[src/sync_line_pkg.sv]
// constants, register map and carrier types for the serial line transmitter/receiver
`default_nettype none
package sync_line_pkg;
  localparam int DATA_W = 8;
  localparam int ADDR_W = 3;

  // register offsets on the plain register port
  localparam logic [ADDR_W-1:0] ADDR_RX_CSR = 3'h0;
  localparam logic [ADDR_W-1:0] ADDR_RX_BUF = 3'h1;
  localparam logic [ADDR_W-1:0] ADDR_PARAM = 3'h2;
  localparam logic [ADDR_W-1:0] ADDR_FILL = 3'h3;
  localparam logic [ADDR_W-1:0] ADDR_TX_CSR = 3'h4;
  localparam logic [ADDR_W-1:0] ADDR_TX_BUF = 3'h5;

  // rx_control_status fields
  localparam int RX_HUNT_BIT = 0;
  localparam int RX_DISCARD_BIT = 1;
  localparam int RX_IRQ_EN_BIT = 2;
  localparam int RX_SYNCED_BIT = 3;
  localparam int RX_READY_BIT = 4;
  localparam int RX_OVERRUN_BIT = 5;
  localparam int RX_FRAMING_BIT = 6;

  // tx_control_status fields
  localparam int TX_SEND_BIT = 0;
  localparam int TX_HALF_DUPLEX_SELECT_BIT = 1;
  localparam int TX_TAKEN_EN_BIT = 2;
  localparam int TX_URUN_EN_BIT = 3;
  localparam int TX_TAKEN_BIT = 4;
  localparam int TX_URUN_BIT = 5;

  // line_parameter_reg: low six bits hold line_param_t, top bit is master clear
  localparam int PARAM_W = 6;
  localparam int MCLR_BIT = 7;

  // reset values
  localparam logic [DATA_W-1:0] FILL_RST = 8'hFF;
  localparam logic [DATA_W-1:0] TXBUF_RST = 8'hFF;

  // framing constants
  localparam logic [3:0] MIN_CHAR_LEN = 4'h5;
  localparam int MAX_FRAME = 11;
  localparam int HUNT_W = 9;
  localparam logic [1:0] HOLD_BITS = 2'h2;

  typedef enum logic [1:0] {MODE_INT_SYNC, MODE_EXT_SYNC, MODE_ISO, MODE_SPARE} line_mode_t;

  typedef struct packed {
    line_mode_t mode;
    logic [1:0] len_code;
    logic par_en;
    logic par_odd;
  } line_param_t;

  typedef struct packed {
    logic [MAX_FRAME-1:0] bits;
    logic [3:0] count;
  } frame_t;
endpackage
`default_nettype wire

[src/sync_serial_line_tx_rx.sv]
// single-line character serial transmitter and receiver with fill insertion and hunt
//
// Our own choices: the register offsets and strobed register access.
`timescale 1ns/10ps
`default_nettype none
module sync_serial_line_tx_rx #(
  parameter bit TWO_FILL_HUNT = 1'b1
) (
  // clock, reset, clock enable
  input wire logic clk,
  input wire logic rst,
  input wire logic ce,
  // register port
  input wire logic [sync_line_pkg::ADDR_W-1:0] addr,
  input wire logic [sync_line_pkg::DATA_W-1:0] wdata,
  input wire logic wr,
  input wire logic rd,
  output logic [sync_line_pkg::DATA_W-1:0] rdata,
  // serial line to modem
  input wire logic tx_line_clk,
  input wire logic rx_line_clk,
  input wire logic rx_data_in,
  output logic tx_data_out,
  // interrupt request with source
  output logic irq_req,
  output logic irq_from_rx
);

  ////////////////////////////////////////////////////////////////////////////
  // frame building helpers
  function automatic sync_line_pkg::frame_t build_frame(
    input logic [7:0] data, input sync_line_pkg::line_param_t p, input logic iso);
    sync_line_pkg::frame_t f;
    logic [3:0] len;
    logic par;
    f.bits = '1;
    f.count = 4'h0;
    len = sync_line_pkg::MIN_CHAR_LEN + {2'h0, p.len_code};
    par = p.par_odd;
    if (iso) begin
      f.bits[0] = 1'b0;
      f.count = 4'h1;
    end
    for (int i = 0; i < 8; i++) begin
      if (4'(i) < len) begin
        f.bits[f.count] = data[i];
        par = par ^ data[i];
        f.count = f.count + 4'h1;
      end
    end
    if (p.par_en) begin
      f.bits[f.count] = par;
      f.count = f.count + 4'h1;
    end
    if (iso) begin
      f.bits[f.count] = 1'b1;
      f.count = f.count + 4'h1;
    end
    return f;
  endfunction

  function automatic logic [10:0] low_mask(input logic [3:0] n);
    return (11'h001 << n) - 11'h001;
  endfunction

  ////////////////////////////////////////////////////////////////////////////
  // registers and decode
  logic [7:0] fill_r, txbuf_r, rxbuf_r;
  sync_line_pkg::line_param_t param_r;
  logic hunt_r, discard_r, rx_en_irq_r, synced_r, ready_r, ovr_r, frm_r;
  logic send_r, hd_r, taken_en_r, urun_en_r, taken_r, urun_r, buf_full_r;
  logic tx_req_r, rx_req_r;
  logic wr_fill, wr_txbuf, wr_param, wr_tx_control_status, wr_rx_control_status, rd_tx_control_status, rd_rxbuf, mclr;
  logic iso, rx_en;

  assign wr_fill = ce & wr & (addr == sync_line_pkg::ADDR_FILL);
  assign wr_txbuf = ce & wr & (addr == sync_line_pkg::ADDR_TX_BUF);
  assign wr_param = ce & wr & (addr == sync_line_pkg::ADDR_PARAM);
  assign wr_tx_control_status = ce & wr & (addr == sync_line_pkg::ADDR_TX_CSR);
  assign wr_rx_control_status = ce & wr & (addr == sync_line_pkg::ADDR_RX_CSR);
  assign rd_tx_control_status = ce & rd & (addr == sync_line_pkg::ADDR_TX_CSR);
  assign rd_rxbuf = ce & rd & (addr == sync_line_pkg::ADDR_RX_BUF);
  assign mclr = wr_param & wdata[sync_line_pkg::MCLR_BIT];
  assign iso = (param_r.mode == sync_line_pkg::MODE_ISO);
  // half duplex keeps the receiver deaf while we talk
  assign rx_en = hunt_r & ~(hd_r & send_r);

  // software-owned control bits; master clear returns them all to reset state
  always_ff @(posedge clk or posedge rst) begin
    if (rst) begin
      fill_r <= sync_line_pkg::FILL_RST;
      param_r <= '0;
      {hunt_r, discard_r, rx_en_irq_r} <= 3'h0;
      {send_r, hd_r, taken_en_r, urun_en_r} <= 4'h0;
    end else if (ce) begin
      if (mclr) begin
        fill_r <= sync_line_pkg::FILL_RST;
        param_r <= '0;
        {hunt_r, discard_r, rx_en_irq_r} <= 3'h0;
        {send_r, hd_r, taken_en_r, urun_en_r} <= 4'h0;
      end else begin
        if (wr_fill) fill_r <= wdata;
        if (wr_param) param_r <= wdata[sync_line_pkg::PARAM_W-1:0];
        if (wr_rx_control_status) begin
          hunt_r <= wdata[sync_line_pkg::RX_HUNT_BIT];
          discard_r <= wdata[sync_line_pkg::RX_DISCARD_BIT];
          rx_en_irq_r <= wdata[sync_line_pkg::RX_IRQ_EN_BIT];
        end
        if (wr_tx_control_status) begin
          send_r <= wdata[sync_line_pkg::TX_SEND_BIT];
          hd_r <= wdata[sync_line_pkg::TX_HALF_DUPLEX_SELECT_BIT];
          taken_en_r <= wdata[sync_line_pkg::TX_TAKEN_EN_BIT];
          urun_en_r <= wdata[sync_line_pkg::TX_URUN_EN_BIT];
        end
      end
    end
  end

  ////////////////////////////////////////////////////////////////////////////
  // line clock and data synchronisers, edge detection on the second stage
  logic [1:0] txc_s, rxc_s, rxd_s;
  logic txc_d, rxc_d, tx_fall, rx_rise, rx_bit;

  always_ff @(posedge clk or posedge rst) begin
    if (rst) begin
      txc_s <= 2'h0;
      rxc_s <= 2'h0;
      rxd_s <= 2'h3;
      txc_d <= 1'b0;
      rxc_d <= 1'b0;
    end else if (ce) begin
      txc_s <= {txc_s[0], tx_line_clk};
      rxc_s <= {rxc_s[0], rx_line_clk};
      rxd_s <= {rxd_s[0], rx_data_in};
      txc_d <= txc_s[1];
      rxc_d <= rxc_s[1];
    end
  end

  // transmit changes on the falling edge so the modem samples a settled bit
  assign tx_fall = ce & txc_d & ~txc_s[1];
  assign rx_rise = ce & ~rxc_d & rxc_s[1];
  assign rx_bit = rxd_s[1];

  ////////////////////////////////////////////////////////////////////////////
  // transmitter_unit
  typedef enum logic {TX_IDLE, TX_SHIFT} tx_state_t;
  tx_state_t tx_state_r;
  logic [sync_line_pkg::MAX_FRAME-1:0] tx_sr_r;
  logic [3:0] tx_cnt_r, tx_idx_r, first_pos, cur_pos;
  logic tx_line_r, tx_src_fill_r;
  logic at_end, do_reload, go_idle, new_src_fill, cur_fill, bit_evt, taken_evt, urun_evt;
  sync_line_pkg::frame_t next_frame;

  assign at_end = (tx_state_r == TX_SHIFT) & (tx_idx_r == tx_cnt_r);
  // a waiting character always beats the fill; isochronous never fills
  assign new_src_fill = ~buf_full_r;
  assign next_frame = build_frame(new_src_fill ? fill_r : txbuf_r, param_r, iso);
  assign do_reload = tx_fall & send_r & (((tx_state_r == TX_IDLE) & buf_full_r) |
                     (at_end & (buf_full_r | ~iso)));
  assign go_idle = tx_fall & at_end & ~do_reload;
  assign first_pos = iso ? 4'h1 : 4'h0;
  assign cur_pos = do_reload ? 4'h0 : tx_idx_r;
  assign cur_fill = do_reload ? new_src_fill : tx_src_fill_r;
  assign bit_evt = do_reload | (tx_fall & (tx_state_r == TX_SHIFT) & ~at_end);
  assign taken_evt = bit_evt & (cur_pos == first_pos) & ~cur_fill;
  assign urun_evt = bit_evt & (cur_pos == first_pos) & cur_fill;

  // shift engine, lsb first, one bit per line clock
  always_ff @(posedge clk or posedge rst) begin
    if (rst) begin
      tx_state_r <= TX_IDLE;
      tx_sr_r <= '1;
      tx_cnt_r <= 4'h0;
      tx_idx_r <= 4'h0;
      tx_line_r <= 1'b1;
      tx_src_fill_r <= 1'b0;
    end else if (ce) begin
      if (mclr) begin
        tx_state_r <= TX_IDLE;
        tx_line_r <= 1'b1;
      end else if (do_reload) begin
        tx_state_r <= TX_SHIFT;
        tx_sr_r <= next_frame.bits;
        tx_cnt_r <= next_frame.count;
        tx_idx_r <= 4'h1;
        tx_line_r <= next_frame.bits[0];
        tx_src_fill_r <= new_src_fill;
      end else if (go_idle) begin
        tx_state_r <= TX_IDLE;
        tx_line_r <= 1'b1;
      end else if (bit_evt) begin
        tx_line_r <= tx_sr_r[tx_idx_r];
        tx_idx_r <= tx_idx_r + 4'h1;
      end
    end
  end

  // holding buffer: reset to ones, full until the shifter takes it
  always_ff @(posedge clk or posedge rst) begin
    if (rst) begin
      txbuf_r <= sync_line_pkg::TXBUF_RST;
      buf_full_r <= 1'b0;
    end else if (ce) begin
      if (mclr) begin
        txbuf_r <= sync_line_pkg::TXBUF_RST;
        buf_full_r <= 1'b0;
      end else if (wr_txbuf) begin
        txbuf_r <= wdata;
        buf_full_r <= 1'b1; // write wins over a same-cycle take
      end else if (do_reload & ~new_src_fill) begin
        buf_full_r <= 1'b0;
      end
    end
  end

  // transmit flags and request; setting events win over clearing accesses
  always_ff @(posedge clk or posedge rst) begin
    if (rst) begin
      taken_r <= 1'b0;
      urun_r <= 1'b0;
      tx_req_r <= 1'b0;
    end else if (ce) begin
      if (mclr) begin
        taken_r <= 1'b0;
        urun_r <= 1'b0;
        tx_req_r <= 1'b0;
      end else begin
        if (taken_evt) taken_r <= 1'b1;
        else if (wr_txbuf | ~send_r) taken_r <= 1'b0;
        if (urun_evt) urun_r <= 1'b1;
        else if (rd_tx_control_status) urun_r <= 1'b0;
        if ((taken_evt & taken_en_r) | (urun_evt & urun_en_r)) tx_req_r <= 1'b1;
        else if (rd_tx_control_status | wr_txbuf) tx_req_r <= 1'b0;
      end
    end
  end

  ////////////////////////////////////////////////////////////////////////////
  // receiver_unit
  typedef enum logic [2:0] {RX_OFF, RX_HUNT, RX_HOLD, RX_START, RX_DATA, RX_STOP} rx_state_t;
  rx_state_t rx_state_r;
  logic [sync_line_pkg::HUNT_W-1:0] hunt_sr_r, hunt_nxt;
  logic [sync_line_pkg::MAX_FRAME-1:0] rx_sr_r, word_nxt, fill_bits, nmask;
  logic [3:0] rx_cnt_r, hunt_fill_r, rx_n;
  logic [1:0] hold_cnt_r;
  logic second_r, hunt_match, word_match, word_done;
  logic store_evt, store_frm, store_is_fill;
  logic [sync_line_pkg::MAX_FRAME-1:0] store_word;
  sync_line_pkg::frame_t fill_frame;

  // expected fill pattern, data plus parity, no start or stop
  assign fill_frame = build_frame(fill_r, param_r, 1'b0);
  assign rx_n = iso ? fill_frame.count : fill_frame.count;
  assign nmask = low_mask(rx_n);
  assign fill_bits = fill_frame.bits & nmask;

  // hunt window and word assembly, compared bit by bit as the line shifts
  always_comb begin
    hunt_nxt = {rx_bit, hunt_sr_r[sync_line_pkg::HUNT_W-1:1]};
    // compared in the counter's own width, so a saturated count never wraps to zero
    hunt_match = (hunt_fill_r >= rx_n - 4'h1) &&
                 ((11'(hunt_nxt >> (4'(sync_line_pkg::HUNT_W) - rx_n)) & nmask) == fill_bits);
    word_nxt = rx_sr_r;
    word_nxt[rx_cnt_r] = rx_bit;
    word_match = ((word_nxt & nmask) == fill_bits);
    word_done = rx_rise & (rx_state_r == RX_DATA) & (rx_cnt_r == rx_n - 4'h1);
    store_word = word_nxt;
    store_frm = 1'b0;
    store_evt = 1'b0;
    if (rx_en & rx_rise & (rx_state_r == RX_HUNT) & hunt_match & ~TWO_FILL_HUNT) begin
      store_evt = 1'b1;
      store_word = 11'(hunt_nxt >> (4'(sync_line_pkg::HUNT_W) - rx_n));
    end else if (rx_en & word_done & ~iso & (~second_r | word_match)) begin
      store_evt = 1'b1;
    end else if (rx_en & rx_rise & (rx_state_r == RX_STOP)) begin
      store_evt = 1'b1;
      store_word = rx_sr_r;
      store_frm = ~rx_bit;
    end
    store_is_fill = ~iso & ((store_word & nmask) == fill_bits);
  end

  // framing state machine; losing enable throws away any partial character
  always_ff @(posedge clk or posedge rst) begin
    if (rst) begin
      rx_state_r <= RX_OFF;
      synced_r <= 1'b0;
      hunt_sr_r <= '0;
      rx_sr_r <= '0;
      rx_cnt_r <= 4'h0;
      hunt_fill_r <= 4'h0;
      hold_cnt_r <= 2'h0;
      second_r <= 1'b0;
    end else if (ce) begin
      if (mclr | ~rx_en) begin
        rx_state_r <= RX_OFF;
        synced_r <= 1'b0;
        second_r <= 1'b0;
      end else begin
        unique case (rx_state_r)
          RX_OFF: begin
            hunt_fill_r <= 4'h0;
            rx_cnt_r <= 4'h0;
            if (param_r.mode == sync_line_pkg::MODE_EXT_SYNC) begin
              synced_r <= 1'b1;
              rx_state_r <= RX_DATA;
            end else if (iso) begin
              synced_r <= 1'b1;
              rx_state_r <= RX_START;
            end else begin
              rx_state_r <= RX_HUNT;
            end
          end
          RX_HUNT: if (rx_rise) begin
            hunt_sr_r <= hunt_nxt;
            if (hunt_fill_r != 4'hF) hunt_fill_r <= hunt_fill_r + 4'h1;
            if (hunt_match) begin
              rx_state_r <= RX_DATA;
              rx_cnt_r <= 4'h0;
              synced_r <= ~TWO_FILL_HUNT;
              second_r <= TWO_FILL_HUNT;
            end
          end
          RX_HOLD: if (rx_rise) begin
            hold_cnt_r <= hold_cnt_r + 2'h1;
            if (hold_cnt_r == sync_line_pkg::HOLD_BITS - 2'h1) begin
              rx_state_r <= RX_HUNT;
              hunt_fill_r <= 4'h0;
            end
          end
          RX_START: if (rx_rise & ~rx_bit) begin
            rx_state_r <= RX_DATA;
            rx_cnt_r <= 4'h0;
          end
          RX_DATA: if (rx_rise) begin
            rx_sr_r <= word_nxt;
            rx_cnt_r <= rx_cnt_r + 4'h1;
            if (word_done) begin
              rx_cnt_r <= 4'h0;
              if (iso) begin
                rx_state_r <= RX_STOP;
              end else if (second_r & ~word_match) begin
                rx_state_r <= RX_HOLD;
                hold_cnt_r <= 2'h0;
                second_r <= 1'b0;
              end else if (second_r) begin
                synced_r <= 1'b1;
                second_r <= 1'b0;
              end
            end
          end
          RX_STOP: if (rx_rise) rx_state_r <= RX_START;
          default: rx_state_r <= RX_OFF;
        endcase
      end
    end
  end

  // holding buffer and its flags; a new character wins over a same-cycle read
  always_ff @(posedge clk or posedge rst) begin
    if (rst) begin
      rxbuf_r <= 8'h00;
      {ready_r, ovr_r, frm_r, rx_req_r} <= 4'h0;
    end else if (ce) begin
      if (mclr) begin
        {ready_r, ovr_r, frm_r, rx_req_r} <= 4'h0;
      end else if (store_evt) begin
        rxbuf_r <= store_word[7:0] & (8'hFF >> (4'h8 - sync_line_pkg::MIN_CHAR_LEN -
                   {2'h0, param_r.len_code}));
        ready_r <= 1'b1;
        if (ready_r) ovr_r <= 1'b1;
        frm_r <= store_frm;
        if (rx_en_irq_r & ~(discard_r & store_is_fill & ~store_frm)) rx_req_r <= 1'b1;
      end else if (rd_rxbuf) begin
        {ready_r, ovr_r, frm_r, rx_req_r} <= 4'h0;
      end
    end
  end

  ////////////////////////////////////////////////////////////////////////////
  // read data, line and interrupt outputs
  always_ff @(posedge clk or posedge rst) begin
    if (rst) begin
      rdata <= 8'h00;
    end else if (ce) begin
      rdata <= 8'h00;
      if (rd) begin
        unique case (addr)
          sync_line_pkg::ADDR_RX_CSR:
            rdata <= {1'b0, frm_r, ovr_r, ready_r, synced_r, rx_en_irq_r, discard_r, hunt_r};
          sync_line_pkg::ADDR_RX_BUF: rdata <= rxbuf_r;
          sync_line_pkg::ADDR_PARAM: rdata <= {2'h0, param_r};
          sync_line_pkg::ADDR_FILL: rdata <= fill_r;
          sync_line_pkg::ADDR_TX_CSR:
            rdata <= {2'h0, urun_r, taken_r, urun_en_r, taken_en_r, hd_r, send_r};
          default: rdata <= 8'h00; // holding buffer is write-only
        endcase
      end
    end
  end

  always_ff @(posedge clk or posedge rst) begin
    if (rst) begin
      tx_data_out <= 1'b1;
      irq_req <= 1'b0;
      irq_from_rx <= 1'b0;
    end else if (ce) begin
      tx_data_out <= tx_line_r;
      irq_req <= rx_req_r | tx_req_r;
      irq_from_rx <= rx_req_r;
    end
  end

  ////////////////////////////////////////////////////////////////////////////
  // checks
  chk_fill_after_clear: assert property (@(posedge clk) disable iff (rst)
    mclr |=> fill_r == sync_line_pkg::FILL_RST) else $error("fill not ones after clear");
  chk_underrun_read_clr: assert property (@(posedge clk) disable iff (rst)
    rd_tx_control_status && !urun_evt && !mclr |=> !urun_r) else $error("underrun survived read");
  chk_taken_sets: assert property (@(posedge clk) disable iff (rst)
    taken_evt && !mclr |=> taken_r ##1 tx_data_out == $past(tx_line_r))
    else $error("taken flag missed");
  chk_underrun_irq: assert property (@(posedge clk) disable iff (rst)
    urun_evt && urun_en_r && !mclr |=> tx_req_r ##1 irq_req) else $error("underrun irq missed");
  chk_idle_mark: assert property (@(posedge clk) disable iff (rst)
    go_idle && !mclr |=> tx_line_r ##1 tx_data_out) else $error("line not mark when idle");
  chk_hunt_drop: assert property (@(posedge clk) disable iff (rst)
    ce && !hunt_r |=> !synced_r && rx_state_r == RX_OFF) else $error("sync kept without hunt");
  chk_overrun_set: assert property (@(posedge clk) disable iff (rst)
    store_evt && ready_r && !mclr |=> ovr_r && ready_r) else $error("overrun not flagged");
  chk_ext_sync: assert property (@(posedge clk) disable iff (rst)
    ce && rx_en && rx_state_r == RX_OFF && param_r.mode == sync_line_pkg::MODE_EXT_SYNC
    && !mclr |=> synced_r && rx_state_r == RX_DATA) else $error("external sync late");
  chk_rx_priority: assert property (@(posedge clk) disable iff (rst)
    ce && rx_req_r && tx_req_r |=> irq_req && irq_from_rx) else $error("tx granted over rx");
  chk_fill_insert: assert property (@(posedge clk) disable iff (rst)
    tx_fall && at_end && send_r && !buf_full_r && !iso && !mclr |=> tx_src_fill_r
    && tx_line_r == fill_frame.bits[0]) else $error("fill not inserted");
endmodule // sync_serial_line_tx_rx
`default_nettype wire

[config.mk]
export PLATFORM = sky130hd
export DESIGN_NAME = sync_serial_line_tx_rx
export DESIGN_NICKNAME = d
export VERILOG_FILES = /design/src/sync_line_pkg.sv /design/src/sync_serial_line_tx_rx.sv
export SDC_FILE = /design/constraint.sdc
export NUM_CORES = 1
export LEC_CHECK = 0
export BUFFER_PORTS_ARGS = -buffer_cell sky130_fd_sc_hd__buf_4
export CAP_MARGIN = 10
export CORE_ASPECT_RATIO = 1.2
export CORE_UTILIZATION = 29
export CTS_CLUSTER_DIAMETER = 60
export DETAILED_ROUTE_END_ITERATION = 8
export PLACE_DENSITY = 0.46
export SKIP_LAST_GASP = 1
export SLEW_MARGIN = 5
export SYNTH_ARGS = -nofsm -noshare
export SYNTH_HDL_FRONTEND = slang
export SYNTH_SLANG_ARGS = --single-unit
[constraint.sdc]
create_clock -name clk -period 9.7 [get_ports clk]
set_input_delay 0.97 -clock clk [delete_from_list [all_inputs] [get_ports clk]]
set_output_delay 0.97 -clock clk [all_outputs]
set_load 0.1 [all_outputs]
# Word-level counts from Yosys, hierarchy flattened
# Index checks and enable logic that the tools add are counted.
# Widths: inputs -> output; s select.
classes:
  n_addsub: 27
  magnitude_cmp: 48
  n_eq_ne: 46
  shift: 3
  muxes: 208
  n_bitwise: 93
  reduce_logical: 66
op_table:
  columns: ["cell", "count"]
  rows:
  - ["$mux 15", 18]
  - ["$bwmux 11", 18]
  - ["$mux 1", 102]
  - ["$lt 4x5->1 const B", 20]
  - ["$add 4x1->4 const B", 21]
  - ["$demux 1 s4", 19]
  - ["$ge 4x1->1 const B", 19]
  - ["$mux 4", 13]
  - ["$mux 8", 6]
  - ["$and 1x1->1", 44]
  - ["$and 11x11->11", 4]
  - ["$pmux 8 s5", 1]
  - ["$mux 3", 12]
  - ["$eq 11x11->1", 3]
  - ["$reduce_and 2->1", 13]
  - ["$ne 3x2->1 const B", 8]
  - ["$reduce_bool 3->1", 8]
  - ["$mux 11", 2]
  - ["$reduce_and 7->1", 3]
  - ["$logic_and 1x1->1", 20]
  - ["$reduce_and 10->1", 2]
  - ["$ne 2x2->1 const B", 9]
  - ["$not 1->1", 18]
  - ["$pmux 3 s6", 1]
  - ["43 further kinds", 107]
word_totals:
  ff_bits: 121

# Longest topological paths before layout
# Gate-level depths: netlist (run 1).
logic_depth:
  word_depth: 68
  ltp_mapped: 20
  mapped_depth_nobuf: 19

# Worst setup path before layout (run 1)
# No wires, ideal clock.
synth_timing:
  kind: "register to register"
  from: "register param_r[2] (netlist bit)"
  to: "register rxbuf_r[5]"
  setup_time_ps: 125
  t_arrival_ps: 4536
  required_time_ps: 9575
  path_slack_ps: 5039
  path_stages_with_launch: 21
  n_path_buf: 2
  period_less_slack_ps: 4661
  path_cell_list: "dfrtp_1 > inv_1 > ha_1 > buf_2 > nor3b_2 > nor2_1 > inv_1 > ha_1 > nor4bb_1 > a31oi_1 > ha_1 > inv_1 > o311ai_0 > nand2_1 > nand2_1 > o2111ai_1 > a2111oi_4 > nand4_2 > a21oi_1 > buf_4 > mux2_4"
synth_between:
  elab_chain_len: 29
  elab_cells_between_ends: 107
  cone_classes: "add/sub: 12; order compare: 24; eq/ne: 2; shift: 2; mux: 43; bitwise: 15; reduce/logical: 9"
synth_rtl:
  columns: ["element", "line", "text"]
  rows:
  - ["start: declaration", "sync_serial_line_tx_rx.sv:69", "sync_line_pkg::line_param_t param_r;"]
  - ["start signal: assignment", "sync_serial_line_tx_rx.sv:103", "if (wr_param) param_r <= wdata[sync_line_pkg::PARAM_W-1:0];"]
  - ["parallel branches: the longest is 29 deep, another holds $add 3x2->4", null, null]
  - ["end signal: assignment", "sync_serial_line_tx_rx.sv:369", "rxbuf_r <= store_word[7:0] & (8'hFF >> (4'h8 - sync_line_pkg::MIN_CHAR_LEN -"]
  - ["end: declaration", "sync_serial_line_tx_rx.sv:68", "logic [7:0] fill_r, txbuf_r, rxbuf_r;"]
# Several ways; the timed one is not identified.
# A chain may end at the register's enable or synchronous reset.

# Final worst setup path (run 1)
# Ends and elaborated chain as after synthesis.

==> run metrics, run 1 <==
status=completed; max_slew headroom=0.227; wire length of the first global-routing pass=46700 um; detailed-route via count=between 8000 and 9000; Root Buffer Master=clkbuf_16; n_diodes=0; Period minus WS final=approximately 6500 ps; Synth cell types=95; Yosys reg bits=roughly 120; initial antenna violation count=0; RSZ-0062 raised after global routing=false; Post-synth EDFFs=0; H-tree depth=4; Layout area overhead=12.3%; Mapped Nets=roughly 1200; CTS Buf Count=17; total gr overflow=0; post-DP HPWL=21800 um; 1st-pass router iterations=7; final setup fails=0; Critical Path Sink Type=flop; I/O Pins=30; Slew Limit Fails=0; sequential element share of the synthesized area=0.316; FILL cells=~3400; row count=72; Initial Utilization=0.296; R2R setup slack=3150 ps; initial DRC count=543; worst hold-check path type=reg2reg; DIE WIDTH=168 um; drt total wl=between 20000 and 30000 um; clock slew at reported path FFs=60 ps; PwrDens=288 nW/um2; Mapped Area=about 9600 um2; drt wl/cell=between 15 and 20 um; DIE HEIGHT=~200 um; actual slew at the worst max-slew pin=between 1000 and 1500 ps; core area=around 32000 um2; Syn Inst Count=roughly 1100; Top FF cell, synth=dfrtp_1; Residual DRC=0; VDD IR-drop max=roughly 0.11 mV; Leakage=between 4 and 5 nW; crit path max fanout=19; Clock Skew=11.2 ps; final-stage net count=1179; global placement routability congestion=0.842; Warnings, synthesis=0; share of layout cells above drive strength 1=0.154; vias per cell=between 5 and 6; Crit Path Class=reg2reg; commonest non-fill, non-tap cells in the layout=nand2_1, dfrtp_1, nor2_1; most common cell after layout, fill and taps aside=nand2_1; max_cap viols=0; CTS Hold Bufs=0; Post-synth ARST share=1.00; clock sink count=roughly 120; total setup buffers inserted after CTS=0; pin count of the biggest net entering global routing=between 60 and 70; fmax=153 MHz; die area=33700 um2; cts repair resizes=0; area fraction of the dominant cell type after synthesis=0.230; Syn Area/Cell=about 8.6 um2; vias in the first global route=a little over 8000; Detail Route Antenna Nets=0; WHS=around 470 ps; worst endpoint required time=about 10000 ps; cell taking the most area after synthesis=dfrtp_1; Total GRT Usage=0.177; final hold vios=0; Critical Path Start Type=flop; crit path DAT=between 6000 and 7000 ps; dominant cells by area after synthesis=dfrtp_1, dfstp_2, ha_1, nand2_1, mux2i_1; clk_lat worst skew=about 420 ps; CTS Buffer Depth=2; crit share post-route=0.675; Port-buffer cells=29; TritonCTS clock tree=done; Sum Neg Setup Slack=0 ps
[logic make-up (layout without fill, tap and decap cells)]
logic type | after synthesis | count (layout) | share of synthesized area
multiplexers | 90 | 90 | 0.110
AND/OR/NAND/NOR | 404 | 404 | 0.201
buffers and inverters | 116 | 127 | 0.0475
adder cells (fa/ha/maj) | 47 | 47 | 0.0623
flip-flops | 119 | 119 | 0.316
AO/OA/AOI/OAI | 274 | 274 | 0.191
XOR/XNOR | 65 | 65 | 0.0721
[layout make-up]
class | instances | area, um2 | area share
timing repair buffer | 38 | 285 | 0.0266
clock inverter | 15 | 194 | 0.0181
tap | 407 | 509 | 0.0474
inverter | 57 | 216 | 0.0202
clock buffer | 17 | 425 | 0.0396
multi-input combinational | 880 | 6090 | 0.567
sequential | 119 | 3020 | 0.281
[final timing paths]
kind | from | to | cells after the start
setup / recovery | param_r[2] | rxbuf_r[5] | 17
hold / removal | txbuf_r[7] | txbuf_r[7] | 2
setup reg to reg | param_r[2] | rxbuf_r[5] | 17
hold reg to reg | txbuf_r[7] | txbuf_r[7] | 2
max in group asynchronous | rst | hunt_sr_r[2] | 3
min in group asynchronous | rst | tx_idx_r[0] | 2
[critical path, cell delays in order (launching register included)]
cell and delay (ps):
dfrtp_1 470, inv_1 190, ha_1 570, nor3b_2 190, nor2_1 560, inv_1 270, ha_1 360, nor4bb_1 180
a31oi_1 450, ha_1 300, inv_1 90, a211oi_1 330, a311o_1 310, o21ba_1 200, a2111oi_4 470, nand4_2 210
a21oi_1 930, mux2_4 350
[Yosys cell counts (6+ instances only)]
| cell | n |
|---|---|
| inv_1 | 52 |
| clkbuf_1 | 42 |
| nand3_1 | 56 |
| buf_1 | 8 |
| a22oi_1 | 6 |
| o211ai_1 | 9 |
| a21oi_1 | 53 |
| ha_1 | 46 |
| o21ai_1 | 8 |
| nor3_1 | 13 |
| o21ai_0 | 70 |
| o21a_1 | 7 |
| a31oi_1 | 28 |
| dfrtp_1 | 88 |
| nor2_1 | 82 |
| or2_2 | 11 |
| o31ai_1 | 7 |
| dfstp_2 | 31 |
| mux2_2 | 25 |
| a211oi_1 | 7 |
| o22ai_1 | 15 |
| xnor2_1 | 32 |
| mux2i_1 | 55 |
| nand2b_1 | 10 |
| or4_1 | 7 |
| a32o_1 | 8 |
| nand2_1 | 152 |
| mux4_2 | 9 |
| nor2b_1 | 19 |
| nand3b_1 | 12 |
| nand4_1 | 9 |
| xor2_1 | 24 |
[per-stage QoR]
| step | area, um2 | util | power (W) | worst slack [ps] | std cells |
|---|---|---|---|---|---|
| finish | 10700 | 0.332 | 0.00309 | 3150 | 1533 |
| global route | 10700 | 0.332 | 0.00332 | 2430 | 1533 |
| global placement | 10100 | 0.313 | 0.00243 | 3310 | 1501 |
| CTS | 10700 | 0.332 | 0.00311 | 3100 | 1533 |
| floorplan | 9560 | - | 0.00201 | 5040 | 1115 |
| detailed placement | 10100 | 0.313 | 0.00243 | 3110 | 1501 |
[registers in the layout (all words and copies together), names as in the netlist, 4 cells and up]
| name | count |
|---|---|
| param_r | 6 |
| rx_sr_r | 10 |
| tx_sr_r | 11 |
| hunt_sr_r | 8 |
| fill_r | 8 |
| rx_cnt_r | 4 |
| tx_cnt_r | 4 |
| rxbuf_r | 8 |
| txbuf_r | 8 |
| rdata | 8 |
| hunt_fill_r | 4 |
| tx_idx_r | 4 |
[per-layer routing]
| layer | track usage | up-vias | share of wire |
|---|---|---|---|
| met2 | 0.307 | 150 | 0.50 |
| li1 | - | 4015 | - |
| met5 | 0 | - | 0 |
| met4 | 0.0505 | 0 | 0.018 |
| met3 | 0.0231 | 32 | 0.027 |
| met1 | 0.229 | 3947 | 0.45 |
[where the power goes]
group          internal (W)  switching, W  leakage (nW)  total [W]
Clock              0.000410      0.000258         0.299   0.000668
Combinational      0.000640       0.00102          2.94    0.00166
Sequential         0.000627      0.000143          1.46   0.000770
(Power assumes the default switching activity.)
==> run 2: changes to the inputs <==
Settings changed: PLACE_DENSITY 0.46 to 0.48.
Clock period 9.7 ns to 5.3 ns, I/O delays scaled along.
==> run 2 against run 1 <==
Effect of this change: sequential cell count unchanged; non-clock buffer count increased by 18; fmax increased by 35%; core utilization rose by 0.44 points; register-to-register slack got worse by 2700 ps; routed wire length is 1.1% higher; clock power is 84% higher; global-route usage is 0.15 points lower; highest routed layer unchanged.
==> run metrics, run 2 (synthesis gave the netlist of run 1 again) <==
status=completed; vias per cell=5.36; H-tree depth=4; worst hold-check path type=in2async; max FFs per register=11; clk_lat worst skew=approximately 420 ps; most common cell after layout, fill and taps aside=nand2_1; Final Worst Setup Slack=~450 ps; pin count of the biggest net entering global routing=72; total gr overflow=0; Critical Path Start Type=flop; clock sink count=roughly 120; R2R depth=19; Clock Skew=approximately 15 ps; WHS=323 ps; 1st-pass router iterations=5; Slew Limit Fails=0; max_cap viols=0; wire length of the first global-routing pass=46400 um; initial DRC count=approximately 700; Detail Route Antenna Nets=0; commonest non-fill, non-tap cells in the layout=nand2_1, dfrtp_1, nor2_1; global-route track usage on met2=0.306; Largest regs=tx_sr_r: 11 flops, rx_sr_r: 10 flops; Crit Reg-Reg Endpoint=rxbuf_r[5]; Leakage=approximately 4.8 nW; Critical Path Sink Type=flop; fmax=between 200 and 250 MHz; crit path max fanout=10; max_slew headroom=0.212; detailed-route via count=between 8000 and 9000; die area=approximately 34000 um2; Reg with most FFs=tx_sr_r; initial antenna violation count=2; placed cell area=10300 um2; CTS Buffer Depth=2; crit path DAT=between 5000 and 6000 ps; TritonCTS clock tree=done; DIE WIDTH=around 170 um; actual slew at the worst max-slew pin=about 1200 ps; I/O Pins=30; critical path's largest stage delay=around 500 ps; DIE HEIGHT=between 200 and 250 um; final setup fails=0; global placement routability congestion=roughly 0.88; RSZ-0062 raised after global routing=false; crit path cell chain=inv_1 > ha_1 > nor2_2 > nor2_1 > inv_1 > ha_1 > nor4bb_1 > a31oi_1 > ha_1 > inv_1 > o311ai_0 > nand2_1 > nand2_1 > o2111ai_1 > a2111oi_4 > nand4_2 > a21oi_1 > buf_4 > mux2_4; Residual DRC=0; Port-buffer cells=29; worst endpoint required time=around 5600 ps; drt total wl=29200 um; Initial Utilization=0.296; Layout area overhead=13.8%; drt wl/cell=around 19 um; CP max-delay cell=dfrtp_1; final-stage net count=roughly 1200; final hold vios=0; row count=between 70 and 80; PwrDens=roughly 530 nW/um2; Period minus WS final=approximately 4900 ps; core area=between 30000 and 40000 um2; VDD IR-drop max=about 0.27 mV; crit share post-route=0.916; Sum Neg Setup Slack=0 ps; clock slew at reported path FFs=roughly 70 ps; pre-CTS setup slack=about 400 ps; vias in the first global route=8331; n_diodes=0; share of layout cells above drive strength 1=0.168; CTS Buf Count=17; GR Util met1=0.219; met3 usage=0.0268; Total GRT Usage=0.176; Crit Path Class=reg2reg; CTS Hold Bufs=0; fin area=~11000 um2; busiest layer in global routing=met2; Root Buffer Master=clkbuf_16; R2R Path Start=param_r[2]; R2R setup slack=between 400 and 500 ps; post-DP HPWL=between 20000 and 25000 um
run 2: cell types whose count changed in the layout (fill, tap and decap cells not counted):
cell	previous run	this run
buf_4	38	56
nor2_1	82	81
nor3b_2	1	0
nor3b_4	0	1
nor2_2	0	1
inv_8	0	1
clkinv_2	0	1
clkinv_4	7	5
run 2: power breakdown:
group	internal [W]	switching, W	leakage (nW)
clock	0.000751	0.000477	0.301
combinational	0.00122	0.00189	3.03
sequential	0.00115	0.000257	1.46
run 2: area by class of cell:
cell class / count / area (um2)
clock inverter: 15 / 193
fill: 3390 / 21500
clock buffer: 17 / 425
tap: 407 / 509
timing repair buffer: 56 / 420
inverter: 57 / 216
multi-input combinational: 880 / 6100
sequential: 119 / 3020
run 2: worst max path at each step:
stage               start          to  slack (ps)  cells past startpoint
2_1_floorplan  param_r[2]  rxbuf_r[5]         640                     20
3_5_place_dp   param_r[2]  rxbuf_r[5]         400                     19
6_report       param_r[2]  rxbuf_r[5]         450                     19
3_3_place_gp   param_r[2]  rxbuf_r[5]         500                     19
5_1_grt        param_r[2]   tx_line_r           5                     20
4_1_cts        param_r[2]  rxbuf_r[5]         410                     19
run 2: what timing repair did:
action                                  in CTS  in global routing
resized for setup                            0                  2
endpoints found under the setup margin       0                  1
buffers inserted                             0                  0
endpoints found under the hold margin        0                  0
run 2: metal layers:
| metal | vias to the layer above | share of wire |
|---|---|---|
| met5 | - | 0 |
| met4 | 0 | 0.027 |
| met3 | 45 | 0.030 |
| met2 | 174 | 0.49 |
| met1 | 4067 | 0.45 |
| li1 | 4028 | - |
run 2: stage by stage:
stage	instances	total power [W]	utilization
after floorplan	1115	0.00367	-
after global placement	1519	0.00451	0.317
after detailed placement	1519	0.00453	0.317
after CTS	1551	0.00578	0.336
after global routing	1551	0.00616	0.336
final	1551	0.00575	0.336
run 2: worst max-delay path: cells and delay by family, from the launching register on:
family                     cells  cell delay (ps)
adders and majority gates      3              860
AOI/OAI and AO/OA              5             1580
DFF                            1              500
and+or+nand+nor                6              930
buffers and inverters          4              550
muxes                          1              310
